--- config.mk ---
export PLATFORM = sky130hd
export DESIGN_NAME = mdg_general_regs
export DESIGN_NICKNAME = d
export VERILOG_FILES = /design/src/rtl/mdg_pkg.sv /design/src/rtl/mdg_general_regs.sv /design/src/rtl/mdg_w1c_flag.sv /design/src/rtl/mdg_wr_counter.sv
export SDC_FILE = /design/constraint.sdc
export NUM_CORES = 1
export LEC_CHECK = 0
export ABC_AREA = 1
export BUFFER_PORTS_ARGS = -buffer_cell sky130_fd_sc_hd__buf_4
export CAP_MARGIN = 20
export CORE_MARGIN = 2
export CORE_UTILIZATION = 44
export CTS_BUF_LIST = sky130_fd_sc_hd__clkbuf_2
export CTS_CLUSTER_DIAMETER = 40
export DETAILED_ROUTE_END_ITERATION = 10
export GPL_TIMING_DRIVEN = 0
export PLACE_DENSITY_LB_ADDON = 0.15
export SYNTH_ARGS = -nofsm -noshare
export SYNTH_HDL_FRONTEND = slang
export SYNTH_SLANG_ARGS = --single-unit
--- constraint.sdc ---
create_clock -name clock -period 1.3 [get_ports clock]
set_input_delay 0.13 -clock clock [delete_from_list [all_inputs] [get_ports clock]]
set_output_delay 0.13 -clock clock [all_outputs]
set_load 0.01 [all_outputs]
--- src/rtl/mdg_pkg.sv ---
package mdg_pkg;

  // Register addresses on the serial link (7-bit field)
  localparam logic [6:0] MDG_ADDR_GCFG = 7'h00;
  localparam logic [6:0] MDG_ADDR_GSTS = 7'h01;
  localparam logic [6:0] MDG_ADDR_WCNT = 7'h02;
  localparam logic [6:0] MDG_ADDR_RCONF = 7'h03;

  // Write flag is the top bit of the address byte
  localparam int MDG_WRITE_BIT = 7;

  // Global configuration field positions
  localparam int MDG_GC_DIRECT = 0;
  localparam int MDG_GC_EXTCAP = 1;
  localparam int MDG_GC_PAR = 2;
  localparam int MDG_GC_TEST = 7;
  localparam int MDG_GC_WIDTH = 10;
  // Writable bits of global configuration; reserved 3..5 and undescribed bits stay zero
  localparam logic [9:0] MDG_GC_MASK = 10'h087;

  // Global status field positions
  localparam int MDG_GS_RESET = 0;
  localparam int MDG_GS_DRVERR = 1;
  localparam int MDG_GS_LOWSUP = 2;

  // Reply configuration width
  localparam int MDG_RC_WIDTH = 4;

  // Reset values
  localparam logic [9:0] MDG_GC_RESET = 10'h000;
  localparam logic [1:0] MDG_GS_RESET_VAL = 2'h1;
  localparam logic [7:0] MDG_WCNT_RESET = 8'h00;
  localparam logic [3:0] MDG_RC_RESET = 4'h0;

  // Analog test selector code on hold current low bits
  localparam logic [1:0] MDG_TEST_TEMP_DAC = 2'h1;

  // One register access taken from the serial front end
  typedef struct packed {
    logic valid;       // Datagram complete
    logic crc_ok;      // CRC matched
    logic addr_ok;     // Own slave address matched
    logic [7:0] addr;  // Write flag plus register address
    logic [31:0] data; // Write data
  } mdg_acc_t;

  // Mode controls that steer the bridges
  typedef struct packed {
    logic direct;      // Direct drive
    logic extcap;      // Charge-pump capacitor fitted
    logic par;         // Parallel single motor
    logic test;        // Analog test output
  } mdg_mode_t;

endpackage : mdg_pkg

--- src/rtl/mdg_general_regs.sv ---
`timescale 1ns/1ns
// Operation
// - Config bit 0 selects direct drive
// - Config bit 1 drops charge-pump switching delays
// - Config bit 2 mirrors bridge A, parallel
// - Config bit 7 routes analog test to pin
// - Status write one clears, zero keeps
// - Status bit 0 set after reset
// - Status bit 1 latches driver shutdown
// - Fault clear refused while condition present
// - Status bit 2 live low supply
// - Counter increments per accepted write
// - Reads never change the counter
// - Counter wraps 255 to 0
// - Address top bit set means write
// - All registers reset to zero except status bit 0, which resets to one
// - Only good CRC, own address count
module mdg_general_regs
  import mdg_pkg::*;
(
  input wire logic clock,              // System clock, 100 MHz
  input wire logic rst,                // Synchronous reset, high
  input wire mdg_acc_t acc,            // Access from serial front end
  input wire logic ot_fault,           // Overtemperature condition live
  input wire logic short_fault,        // Short-circuit condition live
  input wire logic drv_shutdown,       // Pulse: driver shut down
  input wire logic low_supply_flag,    // Supply comparator, high below 3.5V
  input wire logic [1:0] hold_current_field, // Low bits of hold current
  output logic [31:0] rd_data,         // Read reply data
  output logic rd_valid,               // Pulse: reply data ready
  output mdg_mode_t mode,              // Mode controls to the bridges
  output logic [MDG_RC_WIDTH-1:0] reply_config, // Reply config field
  output logic test_route_en,          // Analog test on direction pin
  output logic [1:0] test_select       // Analog test source
);

  logic good_acc;     // Accepted datagram
  logic is_write;     // Accepted write
  logic is_read;      // Accepted read
  logic [6:0] reg_addr; // Register address
  logic gs_clr_rst;   // Clear request, reset flag
  logic gs_clr_err;   // Clear request, fault flag
  logic fault_live;   // Any fault cause present
  logic gs_rst_flag;  // Reset flag state
  logic gs_err_flag;  // Fault flag state
  logic [7:0] wcount; // Write counter value

  logic [MDG_GC_WIDTH-1:0] gcfg_q; // Global config
  logic [MDG_GC_WIDTH-1:0] gcfg_d;
  logic [MDG_RC_WIDTH-1:0] rconf_q; // Reply config
  logic [MDG_RC_WIDTH-1:0] rconf_d;
  logic [31:0] rd_data_q;           // Reply data
  logic [31:0] rd_data_d;
  logic rd_valid_q;                 // Reply strobe
  logic rd_valid_d;
  mdg_mode_t mode_q;                // Registered mode outputs
  mdg_mode_t mode_d;
  logic test_en_q;                  // Registered test route
  logic test_en_d;
  logic [1:0] test_sel_q;           // Registered test select
  logic [1:0] test_sel_d;

  // Corrupt or foreign datagrams are dropped entirely
  assign good_acc = acc.valid && acc.crc_ok && acc.addr_ok;
  assign is_write = good_acc && acc.addr[MDG_WRITE_BIT];
  assign is_read = good_acc && !acc.addr[MDG_WRITE_BIT];
  assign reg_addr = acc.addr[6:0];

  // Write-one-to-clear strobes for status
  assign gs_clr_rst = is_write && reg_addr == MDG_ADDR_GSTS && acc.data[MDG_GS_RESET];
  assign gs_clr_err = is_write && reg_addr == MDG_ADDR_GSTS && acc.data[MDG_GS_DRVERR];
  assign fault_live = ot_fault || short_fault;

  // Reset flag comes up set, only a clear takes it down
  mdg_w1c_flag #(
    .RESET_VAL(MDG_GS_RESET_VAL[0])
  ) u_flag_reset (
    .clock(clock),
    .rst(rst),
    .set(1'b0),
    .clr(gs_clr_rst),
    .hold(1'b0),
    .flag(gs_rst_flag)
  );

  // Fault flag held while any cause remains
  mdg_w1c_flag #(
    .RESET_VAL(1'b0)
  ) u_flag_err (
    .clock(clock),
    .rst(rst),
    .set(drv_shutdown),
    .clr(gs_clr_err),
    .hold(fault_live),
    .flag(gs_err_flag)
  );

  // Only writes step the counter; reads pass it by
  mdg_wr_counter #(
    .WIDTH(8)
  ) u_wcount (
    .clock(clock),
    .rst(rst),
    .inc(is_write),
    .count(wcount)
  );

  // Config and reply register next values
  always_comb
  begin
    gcfg_d = gcfg_q;
    rconf_d = rconf_q;
    if (is_write && reg_addr == MDG_ADDR_GCFG)
    begin
      // Reserved and undescribed bits are forced to zero
      gcfg_d = acc.data[MDG_GC_WIDTH-1:0] & MDG_GC_MASK;
    end
    if (is_write && reg_addr == MDG_ADDR_RCONF)
    begin
      rconf_d = acc.data[MDG_RC_WIDTH-1:0];
    end
  end

  // Read reply mux; reply config is write only and reads zero
  always_comb
  begin
    rd_data_d = 32'h0000_0000;
    rd_valid_d = is_read;
    if (is_read)
    begin
      unique case (reg_addr)
        MDG_ADDR_GCFG: rd_data_d = {22'h00_0000, gcfg_q};
        MDG_ADDR_GSTS: rd_data_d = {29'h0000_0000, low_supply_flag, gs_err_flag, gs_rst_flag};
        MDG_ADDR_WCNT: rd_data_d = {24'h00_0000, wcount};
        default: rd_data_d = 32'h0000_0000; // Unmapped or write-only
      endcase
    end
  end

  // Mode outputs derived from config
  always_comb
  begin
    mode_d.direct = gcfg_d[MDG_GC_DIRECT];
    mode_d.extcap = gcfg_d[MDG_GC_EXTCAP];
    mode_d.par = gcfg_d[MDG_GC_PAR];
    mode_d.test = gcfg_d[MDG_GC_TEST];
    test_en_d = gcfg_d[MDG_GC_TEST];
    test_sel_d = gcfg_d[MDG_GC_TEST] ? hold_current_field : 2'h0;
  end

  // Register everything
  always_ff @(posedge clock)
  begin
    if (rst)
    begin
      gcfg_q <= MDG_GC_RESET;
      rconf_q <= MDG_RC_RESET;
      rd_data_q <= 32'h0000_0000;
      rd_valid_q <= 1'b0;
      mode_q <= '0;
      test_en_q <= 1'b0;
      test_sel_q <= 2'h0;
    end
    else
    begin
      gcfg_q <= gcfg_d;
      rconf_q <= rconf_d;
      rd_data_q <= rd_data_d;
      rd_valid_q <= rd_valid_d;
      mode_q <= mode_d;
      test_en_q <= test_en_d;
      test_sel_q <= test_sel_d;
    end
  end

  assign rd_data = rd_data_q;
  assign rd_valid = rd_valid_q;
  assign mode = mode_q;
  assign reply_config = rconf_q;
  assign test_route_en = test_en_q;
  assign test_select = test_sel_q;

  // Helpers: counter, input, write data and config values one cycle back
  logic [7:0] wcount_past; // Previous counter
  logic past_ok;           // History valid
  logic [1:0] hold_past;   // Previous test source
  logic supply_past;       // Previous comparator level
  logic [MDG_GC_WIDTH-1:0] cfg_wr_past; // Previous masked write data
  logic [MDG_RC_WIDTH-1:0] rc_wr_past;  // Previous reply write data
  logic [MDG_GC_WIDTH-1:0] gcfg_past;   // Previous config
  // History for the checks; no reset needed, guarded by past_ok or antecedents
  always_ff @(posedge clock)
  begin
    wcount_past <= wcount;
    past_ok <= !rst;
    hold_past <= hold_current_field;
    supply_past <= low_supply_flag;
    cfg_wr_past <= acc.data[MDG_GC_WIDTH-1:0] & MDG_GC_MASK;
    rc_wr_past <= acc.data[MDG_RC_WIDTH-1:0];
    gcfg_past <= gcfg_q;
  end

  a_cnt_step_write: assert property (@(posedge clock) disable iff (rst)
    is_write |=> wcount == 8'(wcount_past + 8'h01))
    else $error("counter did not step on write");

  a_cnt_read_hold: assert property (@(posedge clock) disable iff (rst)
    (good_acc && !is_write) |=> wcount == wcount_past)
    else $error("counter changed without write");

  a_cnt_wrap: assert property (@(posedge clock) disable iff (rst)
    (is_write && wcount == 8'hFF) |=> wcount == 8'h00)
    else $error("counter did not wrap");

  a_bad_crc_ignored: assert property (@(posedge clock) disable iff (rst)
    (acc.valid && !acc.crc_ok) |=> $stable(wcount) && $stable(gcfg_q))
    else $error("bad datagram took effect");

  a_rst_flag_set: assert property (@(posedge clock)
    $fell(rst) |-> gs_rst_flag)
    else $error("reset flag not set after reset");

  a_err_clear_block: assert property (@(posedge clock) disable iff (rst)
    (gs_err_flag && fault_live) |=> gs_err_flag)
    else $error("fault flag cleared with cause present");

  a_err_latch: assert property (@(posedge clock) disable iff (rst)
    drv_shutdown |=> gs_err_flag)
    else $error("fault flag did not latch");

  a_w1c_clear: assert property (@(posedge clock) disable iff (rst)
    (gs_clr_rst) |=> !gs_rst_flag)
    else $error("reset flag not cleared by write one");

  a_par_mode_out: assert property (@(posedge clock) disable iff (rst)
    past_ok |-> mode.par == gcfg_q[MDG_GC_PAR] && mode.direct == gcfg_q[MDG_GC_DIRECT])
    else $error("mode outputs disagree with config");

  a_reserved_zero: assert property (@(posedge clock) disable iff (rst)
    (gcfg_q & ~MDG_GC_MASK) == 10'h000)
    else $error("reserved config bits set");

  a_test_route: assert property (@(posedge clock) disable iff (rst)
    past_ok |-> test_route_en == gcfg_q[MDG_GC_TEST])
    else $error("test route disagrees with config");

  // Reply strobe follows every accepted read by one cycle
  a_rd_valid_pulse: assert property (@(posedge clock) disable iff (rst)
    is_read |=> rd_valid)
    else $error("no reply after read");

  // Writes never produce a reply
  a_wr_no_reply: assert property (@(posedge clock) disable iff (rst)
    is_write |=> !rd_valid)
    else $error("reply after write");

  // Dropped datagrams leave no reply behind
  a_drop_no_reply: assert property (@(posedge clock) disable iff (rst)
    !good_acc |=> !rd_valid)
    else $error("reply without accepted read");

  // Reply bus is quiet between replies
  a_rd_idle_zero: assert property (@(posedge clock) disable iff (rst)
    !rd_valid |-> rd_data == 32'h0000_0000)
    else $error("reply data outside strobe");

  a_cfg_read_back: assert property (@(posedge clock) disable iff (rst)
    (is_read && reg_addr == MDG_ADDR_GCFG) |=> rd_data == {22'h00_0000, gcfg_past})
    else $error("config read back wrong");

  a_cnt_read_back: assert property (@(posedge clock) disable iff (rst)
    (is_read && reg_addr == MDG_ADDR_WCNT) |=> rd_data == {24'h00_0000, wcount_past})
    else $error("counter read back wrong");

  // Supply bit is the live comparator, not a latch
  a_supply_live: assert property (@(posedge clock) disable iff (rst)
    (is_read && reg_addr == MDG_ADDR_GSTS) |=> rd_data[MDG_GS_LOWSUP] == supply_past)
    else $error("supply bit not live");

  a_wo_read_zero: assert property (@(posedge clock) disable iff (rst)
    (is_read && reg_addr == MDG_ADDR_RCONF) |=> rd_data == 32'h0000_0000)
    else $error("write-only register read nonzero");

  a_cfg_write_lands: assert property (@(posedge clock) disable iff (rst)
    (is_write && reg_addr == MDG_ADDR_GCFG) |=> gcfg_q == cfg_wr_past)
    else $error("config write lost");

  a_rconf_write: assert property (@(posedge clock) disable iff (rst)
    (is_write && reg_addr == MDG_ADDR_RCONF) |=> reply_config == rc_wr_past)
    else $error("reply config write lost");

  a_extcap_mode: assert property (@(posedge clock) disable iff (rst)
    past_ok |-> mode.extcap == gcfg_q[MDG_GC_EXTCAP])
    else $error("capacitor mode disagrees with config");

  // Source select is sampled together with the config edge
  a_test_select: assert property (@(posedge clock) disable iff (rst)
    past_ok |-> test_select == (gcfg_q[MDG_GC_TEST] ? hold_past : 2'h0))
    else $error("test source select wrong");

  // Writing zero must not disturb a set flag
  a_w1c_keep: assert property (@(posedge clock) disable iff (rst)
    (is_write && reg_addr == MDG_ADDR_GSTS && !acc.data[MDG_GS_RESET] && gs_rst_flag) |=> gs_rst_flag)
    else $error("reset flag lost on write zero");

  // Clear goes through once every cause is gone and no new event arrives
  a_err_clear_ok: assert property (@(posedge clock) disable iff (rst)
    (gs_clr_err && !fault_live && !drv_shutdown) |=> !gs_err_flag)
    else $error("fault flag not cleared");

  // Mode, reply strobe, reply config and test route idle at the first edge after reset
  a_reset_outputs: assert property (@(posedge clock)
    $fell(rst) |-> {mode, rd_valid, reply_config, test_route_en} == 10'h000)
    else $error("outputs not idle after reset");

endmodule : mdg_general_regs

--- src/rtl/mdg_w1c_flag.sv ---
`timescale 1ns/1ns
// Sticky flag: set wins over clear, clear may be blocked
module mdg_w1c_flag
  import mdg_pkg::*;
#(
  parameter logic RESET_VAL = 1'b0 // Value after reset
)
(
  input wire logic clock,   // System clock
  input wire logic rst,     // Synchronous reset
  input wire logic set,     // Event sets the flag
  input wire logic clr,     // Write one clears
  input wire logic hold,    // Cause still present, refuse clear
  output logic flag         // Latched flag
);

  logic flag_q; // Flag state
  logic flag_d; // Next state

  // Set has priority so an event in the clear cycle survives
  always_comb
  begin
    flag_d = flag_q;
    if (clr && !hold)
    begin
      flag_d = 1'b0;
    end
    if (set)
    begin
      flag_d = 1'b1;
    end
  end

  // Register
  always_ff @(posedge clock)
  begin
    if (rst)
    begin
      flag_q <= RESET_VAL;
    end
    else
    begin
      flag_q <= flag_d;
    end
  end

  assign flag = flag_q;

endmodule : mdg_w1c_flag

--- src/rtl/mdg_wr_counter.sv ---
`timescale 1ns/1ns
// Wrapping counter of accepted writes
module mdg_wr_counter
  import mdg_pkg::*;
#(
  parameter int WIDTH = 8 // Counter width
)
(
  input wire logic clock,           // System clock
  input wire logic rst,             // Synchronous reset
  input wire logic inc,             // One accepted write
  output logic [WIDTH-1:0] count    // Current count
);

  logic [WIDTH-1:0] count_q; // Count state
  logic [WIDTH-1:0] count_d; // Next count

  // Natural overflow wraps the maximum back to zero
  always_comb
  begin
    count_d = count_q;
    if (inc)
    begin
      count_d = count_q + {{(WIDTH-1){1'b0}}, 1'b1};
    end
  end

  // Register
  always_ff @(posedge clock)
  begin
    if (rst)
    begin
      count_q <= '0;
    end
    else
    begin
      count_q <= count_d;
    end
  end

  assign count = count_q;

endmodule : mdg_wr_counter

==> results of run 1 <==
==> cell families (layout without fill, tap and decap cells) <==
family | Yosys count | in the layout | share of synthesized area
xor+xnor | 1 | 1 | 0.005664
fa+ha+maj | 1 | 1 | 0.008089
buf+inv | 54 | 113 | 0.2015
compound gates | 14 | 14 | 0.04531
simple gates | 97 | 97 | 0.3617
flops | 29 | 29 | 0.3754
other cells | 1 | 24 | 0.002425
==> power by group through the flow <==
stage | Combinational [µW] | Clock (µW) | Sequential [µW]
final | 243 | 418 | 897
after global routing | 266 | 473 | 899
after CTS | 238 | 433 | 898
after detailed placement | 221 | 0 | 917
after global placement | 220 | 0 | 917
after floorplan | 144 | 0 | 917
==> worst min-delay path by stage <==
stage	startpoint	end	slack, ns	cells after the start
6_report	acc[0]	reply_config[0]$_SDFFE_PP0P_	0.02	3
5_1_grt	acc[0]	reply_config[0]$_SDFFE_PP0P_	0.001	3
4_1_cts	acc[0]	reply_config[0]$_SDFFE_PP0P_	0.01	3
3_5_place_dp	acc[39]	rd_valid$_SDFF_PP0_	0.33	2
3_3_place_gp	acc[39]	rd_valid$_SDFF_PP0_	0.33	2
2_1_floorplan	rst	gcfg_q[0]$_SDFFE_PP0N_	0.20	1
==> worst register-to-register path, stage by stage (launching register included) <==
cell     delay [ns]
dfxtp_1        0.42
ha_1           0.22
nand3_1        0.11
xor2_1         0.15
nand2_1        0.07
a21oi_1        0.11
==> cells in the final DEF, fill, tap and decap left out, drive strengths merged <==
cell type and n:
clkinv 1, dfxtp 29, nor2 29, conb 24
a21oi 10, clkbuf 6, nand4 4, xor2 1
ha 1, nand3 18, buf 72, nor3 4
nand2 40, nand3b 1, nor3b 1, o21ai 4
dlygate4sd3 7, inv 27
==> metrics by stage <==
stage               utilization  setup slack (ns)  instance area, µm²  cells  power (µW)
CTS                      0.6295            0.1083                2117    323        1568
finish                   0.6339            0.1208                2132    325        1558
detailed placement       0.5986            0.1487                2013    309        1139
floorplan                     -            0.2947                1633    220        1060
global route             0.6339          0.004599                2132    325        1637
global placement         0.5986            0.1569                2013    309        1137
==> registers in the layout, indices dropped and copies added, names as in the netlist <==
signal	count
u_flag_reset.flag	1
rd_data	8
test_select	2
u_wcount.count	8
reply_config	4
u_flag_err.flag	1
rd_valid	1
gcfg_q	4
==> layer usage <==
layer  vias up  routed length, µm  GRT usage
li1        732                  -          -
met1       588               1278     0.1898
met2        31               1543     0.3059
met3         7                157    0.05179
met4         0                 52    0.08152
met5         -                  0          0
==> final cells by class <==
type	instances	area, µm²	area share
Timing Repair Buffer	52	407.9	0.1913
Tap cell	46	57.56	0.02700
Clock buffer	6	30.03	0.01408
Clock inverter	1	3.754	0.001761
Multi-Input combinational cell	137	740.7	0.3474
Sequential cell	29	580.6	0.2723
Buffer	27	210.2	0.09859
Inverter	27	101.3	0.04754
==> repair_timing <==
action	CTS	global route
hold endpoints to repair	10	0
setup endpoints to repair	0	1
buffers inserted	0	2
hold buffers	7	0
==> flow_summary.json, run 1 <==
{
  "worst_ep_required_time_ns": 1.61,
  "min_period_ns": 1.179,
  "die-width_um": 63.29,
  "tritoncts": "built",
  "antenna_found_initial": 0,
  "area.growth.synth_to_final_pct": 37.86,
  "route.detailed.drc": 0,
  "endpoint": "test_select[1]$_SDFF_PP0_",
  "first_pass_iters": 4,
  "post_cts_resized": 0,
  "cts.sinks": 29,
  "cts_root_buffer": "clkbuf_2",
  "p_int_uw": 1148,
  "n_fill_cell": 333,
  "fin_nets": 331,
  "power.share.combinational": 0.156,
  "syn_area_mm2": 0.001546,
  "finalSetupViolations": 0,
  "hpwlAfterDp_um": 2295,
  "power.leakage_uw": 0.001111,
  "antenna_cells": 0,
  "p_switching_uw": 410.4,
  "grt_usage": 0.1734,
  "clk_pin_slew_ns": 0.13,
  "clkLatencyLatePin_ns": 0.36,
  "clkPwrFrac": 0.268,
  "async_reset_ff_frac": 0,
  "critical-path-max-stage-delay_ns": 0.53,
  "hold_viol": 0,
  "crit_start": "acc[39]",
  "setup_tns_ns": 0,
  "r2r_setup_slack_ns": 0.16,
  "coreArea_mm2": 0.003363,
  "pin_count": 95,
  "path_max_fanout": 8,
  "synth_cell_types": 25,
  "synth_edf_count": 0,
  "routedWlPerCell_um": 9.329,
  "num_vias": 1358,
  "cts_max_level": 2,
  "timing.rr.start": "u_wcount.count[0]$_SDFFE_PP0N_",
  "slew_violations": 0,
  "first_iter_violations": 38,
  "endpoint_kind": "flop",
  "grt_max_degree": 11,
  "timing.fmax_mhz": 848.1,
  "hold_path.class": "input pin to flop",
  "dieArea_mm2": 0.004005,
  "period_share": 0.9070,
  "grt_pass1_vias": 1307,
  "status": "finished clean",
  "synth_top_area_cell": "dfxtp_1",
  "synth.top_cell.area_share": 0.3754,
  "crit_cells": 9,
  "crit_buf_inv": 4,
  "swShare": 0.2634,
  "crit_top_cell": "buf_4",
  "synthTopCellsByCount": "36 x nand2_1, 29 x dfxtp_1, 25 x buf_4",
  "regToRegEndpoint": "u_wcount.count[4]$_SDFFE_PP0N_",
  "rsz0062_at_grt": "false",
  "ant_nets": 0,
  "yosysSeqAreaShare": 0.3754,
  "drt_wl_total_um": 3032,
  "yosysMostFrequentCell": "nand2_1",
  "worst-setup-path-type": "input pin to flop",
  "critPathLaunchType": "input pin",
  "synth.ff_latch_count": 29,
  "grt_first_pass_wirelength_um": 5402,
  "maxCapViolations": 0,
  "worstPathArrival_ns": 1.49,
  "detail_route.vias_per_cell": 4.178,
  "whs_ns": 0.01795,
  "place.gp.congestion": 0.7708,
  "ir_worst_vdd_v": 0.0005087,
  "cp_slowest_cell": "dlygate4sd3_1",
  "port_buffers": 43,
  "p_per_area_mw_per_mm2": 730.8,
  "die-height_um": 63.29,
  "synth_area_leaders": "dfxtp_1 38%, buf_4 12%, nand2_1 8.7%",
  "synthCells": 197,
  "gr-total-overflow": 0,
  "critical-path-top-delay-family": "buffers and inverters",
  "avgSynthCellArea_um2": 7.850,
  "synth_warnings": 0,
  "cts_buffer_depth": 2,
  "finalClockSkew_ns": 0.006241,
  "numCtsBuffers": 5,
  "rows": 21,
  "drive_above_1_share": 0.3763,
  "rr_worst_depth": 5,
  "initial_core_util": 0.4598,
  "pwr-share-seq": 0.576,
  "synth-main-ff-cell": "dfxtp_1",
  "cp_cell_sequence": "dlygate4sd3_1 -> buf_4 -> inv_1 -> nor2_8 -> buf_4 -> nand2_4 -> nand2_2 -> nand3_2 -> nor2_1"
}
No activity file was read; power rests on OpenSTA's default activity.
==> run 2: changes to the inputs <==
--- a/config.mk
+++ b/config.mk
@@ -14,7 +14,7 @@
 export CTS_CLUSTER_DIAMETER = 40
 export DETAILED_ROUTE_END_ITERATION = 10
 export GPL_TIMING_DRIVEN = 0
-export PLACE_DENSITY_LB_ADDON = 0.15
+export PLACE_DENSITY = 0.88
 export SYNTH_ARGS = -nofsm -noshare
 export SYNTH_HDL_FRONTEND = slang
 export SYNTH_SLANG_ARGS = --single-unit
==> run 2 against run 1 <==
Compared with the run above: final cell count is the same; combinational power is essentially flat; maximum frequency shrank 2.7%; sequential power is essentially flat; first-iteration DRC count grew 26%; wire length grew 2.5%; worst hold slack lost 0.0035 ns; die area is the same; non-clock buffer count shrank 1; clock-buffer cell count is the same; highest routed layer unchanged.
==> flow_summary.json, run 2 (same netlist as run 1, synthesis figures left out) <==
{
  "clkLatencyLatePin_ns": 0.36,
  "p_total_uw": 1786,
  "power.leakage_uw": 0.001120,
  "antenna_found_initial": 0,
  "pin_count": 95,
  "drive_above_1_share": 0.3728,
  "ir_worst_vdd_v": 0.0006034,
  "grt_max_degree": 11,
  "r2r_setup_slack_ns": 0.14,
  "drt_wl_total_um": 3108,
  "rows": 21,
  "place_area_mm2": 0.002013,
  "timing.rr.start": "u_wcount.count[0]$_SDFFE_PP0N_",
  "setup_tns_ns": 0,
  "path_max_fanout": 9,
  "min_period_ns": 1.212,
  "cp_cell_sequence": "dlygate4sd3_1 -> buf_4 -> inv_1 -> nor2_8 -> nand3_2 -> nor2_1 -> nand2_1 -> nand2_1 -> nor2_1",
  "final_common_cell": "buf_4",
  "ant_nets": 0,
  "numCtsBuffers": 5,
  "gr-total-overflow": 0,
  "cts_root_buffer": "clkbuf_2",
  "post-cts-setup-buffers": 0,
  "grt_first_pass_wirelength_um": 5402,
  "worst-setup-path-type": "input pin to flop",
  "crit_start": "acc[39]",
  "finalCoreUtilization": 0.6414,
  "cts.sinks": 29,
  "endpoint_kind": "flop",
  "area.growth.synth_to_final_pct": 39.48,
  "first_pass_iters": 4,
  "worst_ep_required_time_ns": 1.57,
  "initial_core_util": 0.4598,
  "port_buffers": 43,
  "num_vias": 1389,
  "period_share": 0.9323,
  "critical-path-max-stage-delay_ns": 0.53,
  "clk_pin_slew_ns": 0.15,
  "status": "finished clean",
  "coreArea_mm2": 0.003363,
  "cts_max_level": 2,
  "fin_nets": 330,
  "finalClockSkew_ns": 0.01335,
  "endpoint": "u_wcount.count[6]$_SDFFE_PP0N_",
  "place.gp.congestion": 0.8080,
  "slew_violations": 0,
  "first_iter_violations": 48,
  "worstPathArrival_ns": 1.48,
  "dieArea_mm2": 0.004005,
  "rsz0062_at_grt": "false",
  "finalSetupViolations": 0,
  "rr_worst_depth": 6,
  "tritoncts": "built",
  "final_area_mm2": 0.002157,
  "maxCapViolations": 0,
  "route.detailed.drc": 0,
  "die-height_um": 63.29,
  "cts_buffer_depth": 2,
  "cp_slowest_cell": "dlygate4sd3_1",
  "regToRegEndpoint": "u_wcount.count[6]$_SDFFE_PP0N_",
  "timing.fmax_mhz": 825.1,
  "layout_common_cells": "68 x buf_4, 36 x nand2_1, 29 x dfxtp_1",
  "grt_pass1_vias": 1333,
  "critPathLaunchType": "input pin",
  "die-width_um": 63.29,
  "p_per_area_mw_per_mm2": 828.0,
  "detail_route.vias_per_cell": 4.274,
  "hpwlAfterDp_um": 2319,
  "grt_usage": 0.1721,
  "hold_path.class": "input pin to flop",
  "routedWlPerCell_um": 9.563,
  "antenna_cells": 0,
  "hold_viol": 0
}
==> run 2: worst min-delay path by stage <==
stage	startpoint	to	slack, ns	cells past startpoint
after detailed placement	acc[39]	rd_valid$_SDFF_PP0_	0.33	2
final	acc[1]	reply_config[1]$_SDFFE_PP0P_	0.01	3
after floorplan	rst	gcfg_q[0]$_SDFFE_PP0N_	0.20	1
after global routing	acc[1]	reply_config[1]$_SDFFE_PP0P_	0.003	3
after CTS	acc[0]	reply_config[0]$_SDFFE_PP0P_	0.003	3
after global placement	acc[39]	rd_valid$_SDFF_PP0_	0.33	2
==> run 2: power by group <==
part           switching, µW  leakage [µW]  total (µW)  internal, µW
combinational            115      0.000845         244           129
sequential              3.71      0.000234         898           894
clock                    316     0.0000406         644           328
==> run 2: timing repair <==
action                                 in CTS  in global routing
endpoints found under the hold margin      10                  1
hold buffers                                7                  1
gates resized for setup                     0                  0
==> run 2: cell type report <==
type / instances / area [µm²]
Multi-Input combinational cell: 137 / 740.7
Sequential cell: 29 / 580.6
Fill cell: 295 / 1206
Inverter: 27 / 101.3
Tap cell: 46 / 57.56
Buffer: 27 / 210.2
Clock inverter: 2 / 33.78
Clock buffer: 6 / 30.03
Timing Repair Buffer: 51 / 402.9
==> run 2: metal layers <==
| metal | GRT usage | up-vias | wire length (µm) |
|---|---|---|---|
| met4 | 0.08152 | 0 | 48 |
| met2 | 0.2859 | 67 | 1492 |
| met1 | 0.1938 | 589 | 1258 |
| met3 | 0.06607 | 7 | 309 |
| li1 | - | 726 | - |
| met5 | 0 | - | 0 |
==> run 2: worst max-delay path: cells and delay by family <==
family	cells	cell delay (ns)
buffers and inverters	3	0.72
and+or+nand+nor	6	0.61
==> run 2: per-stage QoR <==
stage | setup slack, ns | std cells | hold WS (ns)
after floorplan | 0.2947 | 220 | 0.1991
after global placement | 0.1876 | 309 | 0.3280
after detailed placement | 0.1513 | 309 | 0.3329
after CTS | 0.09478 | 324 | 0.002878
after global routing | 0.0002084 | 325 | 0.003376
final | 0.08804 | 325 | 0.01449
==> run 3: changes to the inputs <==
--- a/config.mk
+++ b/config.mk
@@ -5,7 +5,6 @@
 export SDC_FILE = /design/constraint.sdc
 export NUM_CORES = 1
 export LEC_CHECK = 0
-export ABC_AREA = 1
 export BUFFER_PORTS_ARGS = -buffer_cell sky130_fd_sc_hd__buf_4
 export CAP_MARGIN = 20
 export CORE_MARGIN = 2
@@ -14,7 +13,7 @@
 export CTS_CLUSTER_DIAMETER = 40
 export DETAILED_ROUTE_END_ITERATION = 10
 export GPL_TIMING_DRIVEN = 0
-export PLACE_DENSITY = 0.88
+export PLACE_DENSITY = 0.89
 export SYNTH_ARGS = -nofsm -noshare
 export SYNTH_HDL_FRONTEND = slang
 export SYNTH_SLANG_ARGS = --single-unit
==> run 3 against run 2 <==
Compared with the run above: the run now ends with negative setup slack left; clock power down 34%; worst hold slack better by 0.010 ns; total power down 13%; wire length up 3.6%; global-route usage down 0.41 points; non-clock buffer count up 2; register-to-register slack worse by 0.12 ns; clock-buffer cell count unchanged; critical path type unchanged; largest cell class unchanged; largest power group unchanged; highest routed layer unchanged.
==> flow_summary.json, run 3 <==
{
  "fin_nets": 283,
  "yosysMostFrequentCell": "dfxtp_1",
  "grt_pass1_vias": 1177,
  "initial_core_util": 0.4526,
  "p_int_uw": 1141,
  "p_per_area_mw_per_mm2": 740.8,
  "ir_worst_vdd_v": 0.0004697,
  "timing.rr.start": "u_wcount.count[1]$_SDFFE_PP0N_",
  "use_met1": 0.1714,
  "drt_wl_total_um": 3220,
  "synth-simple-area-share": 0.2567,
  "final_common_cell": "buf_4",
  "syn_area_mm2": 0.001486,
  "cts_buffer_depth": 2,
  "synth_edf_count": 0,
  "synth.top_cell.area_share": 0.3906,
  "clkLatencyLatePin_ns": 0.36,
  "first_pass_iters": 4,
  "cts_root_buffer": "clkbuf_2",
  "clk_pin_slew_ns": 0.13,
  "worst_ep_required_time_ns": 1.59,
  "worstPathArrival_ns": 1.60,
  "timing.fmax_mhz": 762.4,
  "grt_busiest_layer": "met2",
  "numCtsBuffers": 5,
  "grt_first_pass_wirelength_um": 5133,
  "swShare": 0.2620,
  "synth.ff_latch_count": 29,
  "use_met2": 0.3098,
  "synth_area_leaders": "dfxtp_1 39%, buf_4 13%, mux2i_1 9.4%",
  "port_buffers": 42,
  "hold_path.class": "input pin to flop",
  "hold_viol": 0,
  "synth_compound_area_frac": 0.06734,
  "yosysSeqAreaShare": 0.3906,
  "avgSynthCellArea_um2": 9.715,
  "rr_worst_depth": 4,
  "finalClockSkew_ns": 0.01497,
  "status": "complete, but fails checks",
  "route.detailed.drc": 0,
  "min_period_ns": 1.312,
  "pwr-share-seq": 0.578,
  "min_from": "hold_current_field[1]",
  "period_share": 1.009,
  "rows": 21,
  "gr-usage-met3": 0.05616,
  "endpoint_kind": "flop",
  "async_reset_ff_frac": 0,
  "clkPwrFrac": 0.273,
  "num_vias": 1262,
  "die-height_um": 62.12,
  "finalSetupViolations": 4,
  "first_iter_violations": 34,
  "slew_violations": 0,
  "detail_route.vias_per_cell": 4.556,
  "routedWlPerCell_um": 11.62,
  "tritoncts": "built",
  "whs_ns": 0.02485,
  "synth-main-ff-cell": "dfxtp_1",
  "slew-limit-headroom": 0.5931,
  "worst-setup-path-type": "input pin to flop",
  "synth_warnings": 0,
  "synthCells": 153,
  "rsz0062_at_grt": "true",
  "pin_count": 95,
  "dieArea_mm2": 0.003859,
  "synthTopCellsByCount": "29 x dfxtp_1, 25 x buf_4, 14 x mux2i_1",
  "grt_usage": 0.1680,
  "path_max_fanout": 4,
  "ant_nets": 0,
  "crit_start": "acc[37]",
  "max_slew.worst_pin.slew_ns": 0.6103,
  "cts_max_level": 2,
  "synth-adder-area-share": 0.008418,
  "maxCapViolations": 0,
  "area.growth.synth_to_final_pct": 40.40,
  "die-width_um": 62.12,
  "coreArea_mm2": 0.003284,
  "whs_path_depth": 3,
  "violations": "negative setup slack",
  "synthXorXnorAreaFrac": 0.005892,
  "drive_above_1_share": 0.4675,
  "p_switching_uw": 405.0,
  "hpwlAfterDp_um": 2327,
  "place.gp.congestion": 0.7945,
  "muxShareOfSynthArea": 0.1094,
  "setup_tns_ns": -0.03589,
  "cts.sinks": 29,
  "layout_common_cells": "71 x buf_4, 24 x conb_1, 23 x dfxtp_1",
  "grt_max_degree": 11,
  "power.share.combinational": 0.148,
  "critPathLaunchType": "input pin",
  "p_total_uw": 1546,
  "setup_ws_ns": -0.01172,
  "synth_top_area_cell": "dfxtp_1",
  "synth_cell_types": 36,
  "synth_top_family_by_area": "simple AND/OR/NAND/NOR gates",
  "antenna_cells": 0,
  "antenna_found_initial": 0,
  "power.leakage_uw": 0.0009488,
  "gr-total-overflow": 0
}
run 3: critical path, cell delays in order:
cell	delay (ns)
buf_4	0.11
or4_4	0.54
or4_4	0.62
mux2i_1	0.20
run 3: final timing paths:
check	endpoint	slack [ns]
min reg2reg	reply_config[1]$_SDFFE_PP0P_	0.49
max	reply_config[0]$_SDFFE_PP0P_	-0.01
min	test_select[1]$_SDFF_PP0_	0.02
max reg2reg	u_wcount.count[6]$_SDFFE_PP0N_	0.02
run 3: per-layer routing:
metal / wire length [µm] / part of all wire / vias to the layer above
li1: - / - / 639
met1: 1230 / 0.38 / 567
met2: 1646 / 0.51 / 48
met3: 270 / 0.084 / 8
met4: 72 / 0.022 / 0
met5: 0 / 0 / -
run 3: power by group through the flow:
stage	clock [µW]	combinational [µW]	sequential (µW)
6_report	422	230	894
5_1_grt	468	249	895
4_1_cts	432	224	896
3_5_place_dp	0	216	916
3_3_place_gp	0	213	915
2_1_floorplan	0	141	915
run 3: kinds of logic after synthesis:
| family | Yosys count |
|---|---|
| AND/OR/NAND/NOR | 55 |
| buffers and inverters | 34 |
| flip-flops | 29 |
| AO/OA/AOI/OAI | 16 |
| multiplexers | 16 |
| adder cells (fa/ha/maj) | 1 |
| other | 1 |
| XOR/XNOR | 1 |
run 3: cell type report:
cell class | instances | area [µm²]
Buffer | 30 | 206.4
Clock buffer | 6 | 30.03
Clock inverter | 1 | 3.754
Fill cell | 274 | 1197
Inverter | 2 | 7.507
Multi-Input combinational cell | 113 | 793.3
Sequential cell | 29 | 590.6
Tap cell | 46 | 57.56
Timing Repair Buffer | 50 | 397.9
run 3: timing repair:
| action | 4_1_cts | 5_1_grt |
|---|---|---|
| pin swaps | 3 | 2 |
| setup endpoints to repair | 16 | 16 |
| hold buffers | 1 | 0 |
| gates resized for setup | 7 | 11 |
| hold endpoints to repair | 1 | 0 |
| buffers inserted | 6 | 1 |
run 3: metrics by stage:
stage / util / instances / worst slack [ns] / cell area (µm²)
after floorplan: - / 176 / -0.3391 / 1577
after global placement: 0.5935 / 264 / -0.5483 / 1949
after detailed placement: 0.5935 / 264 / -0.5556 / 1949
after CTS: 0.6225 / 276 / 0.003057 / 2044
after global routing: 0.6354 / 277 / -0.05628 / 2087
final: 0.6354 / 277 / -0.01172 / 2087
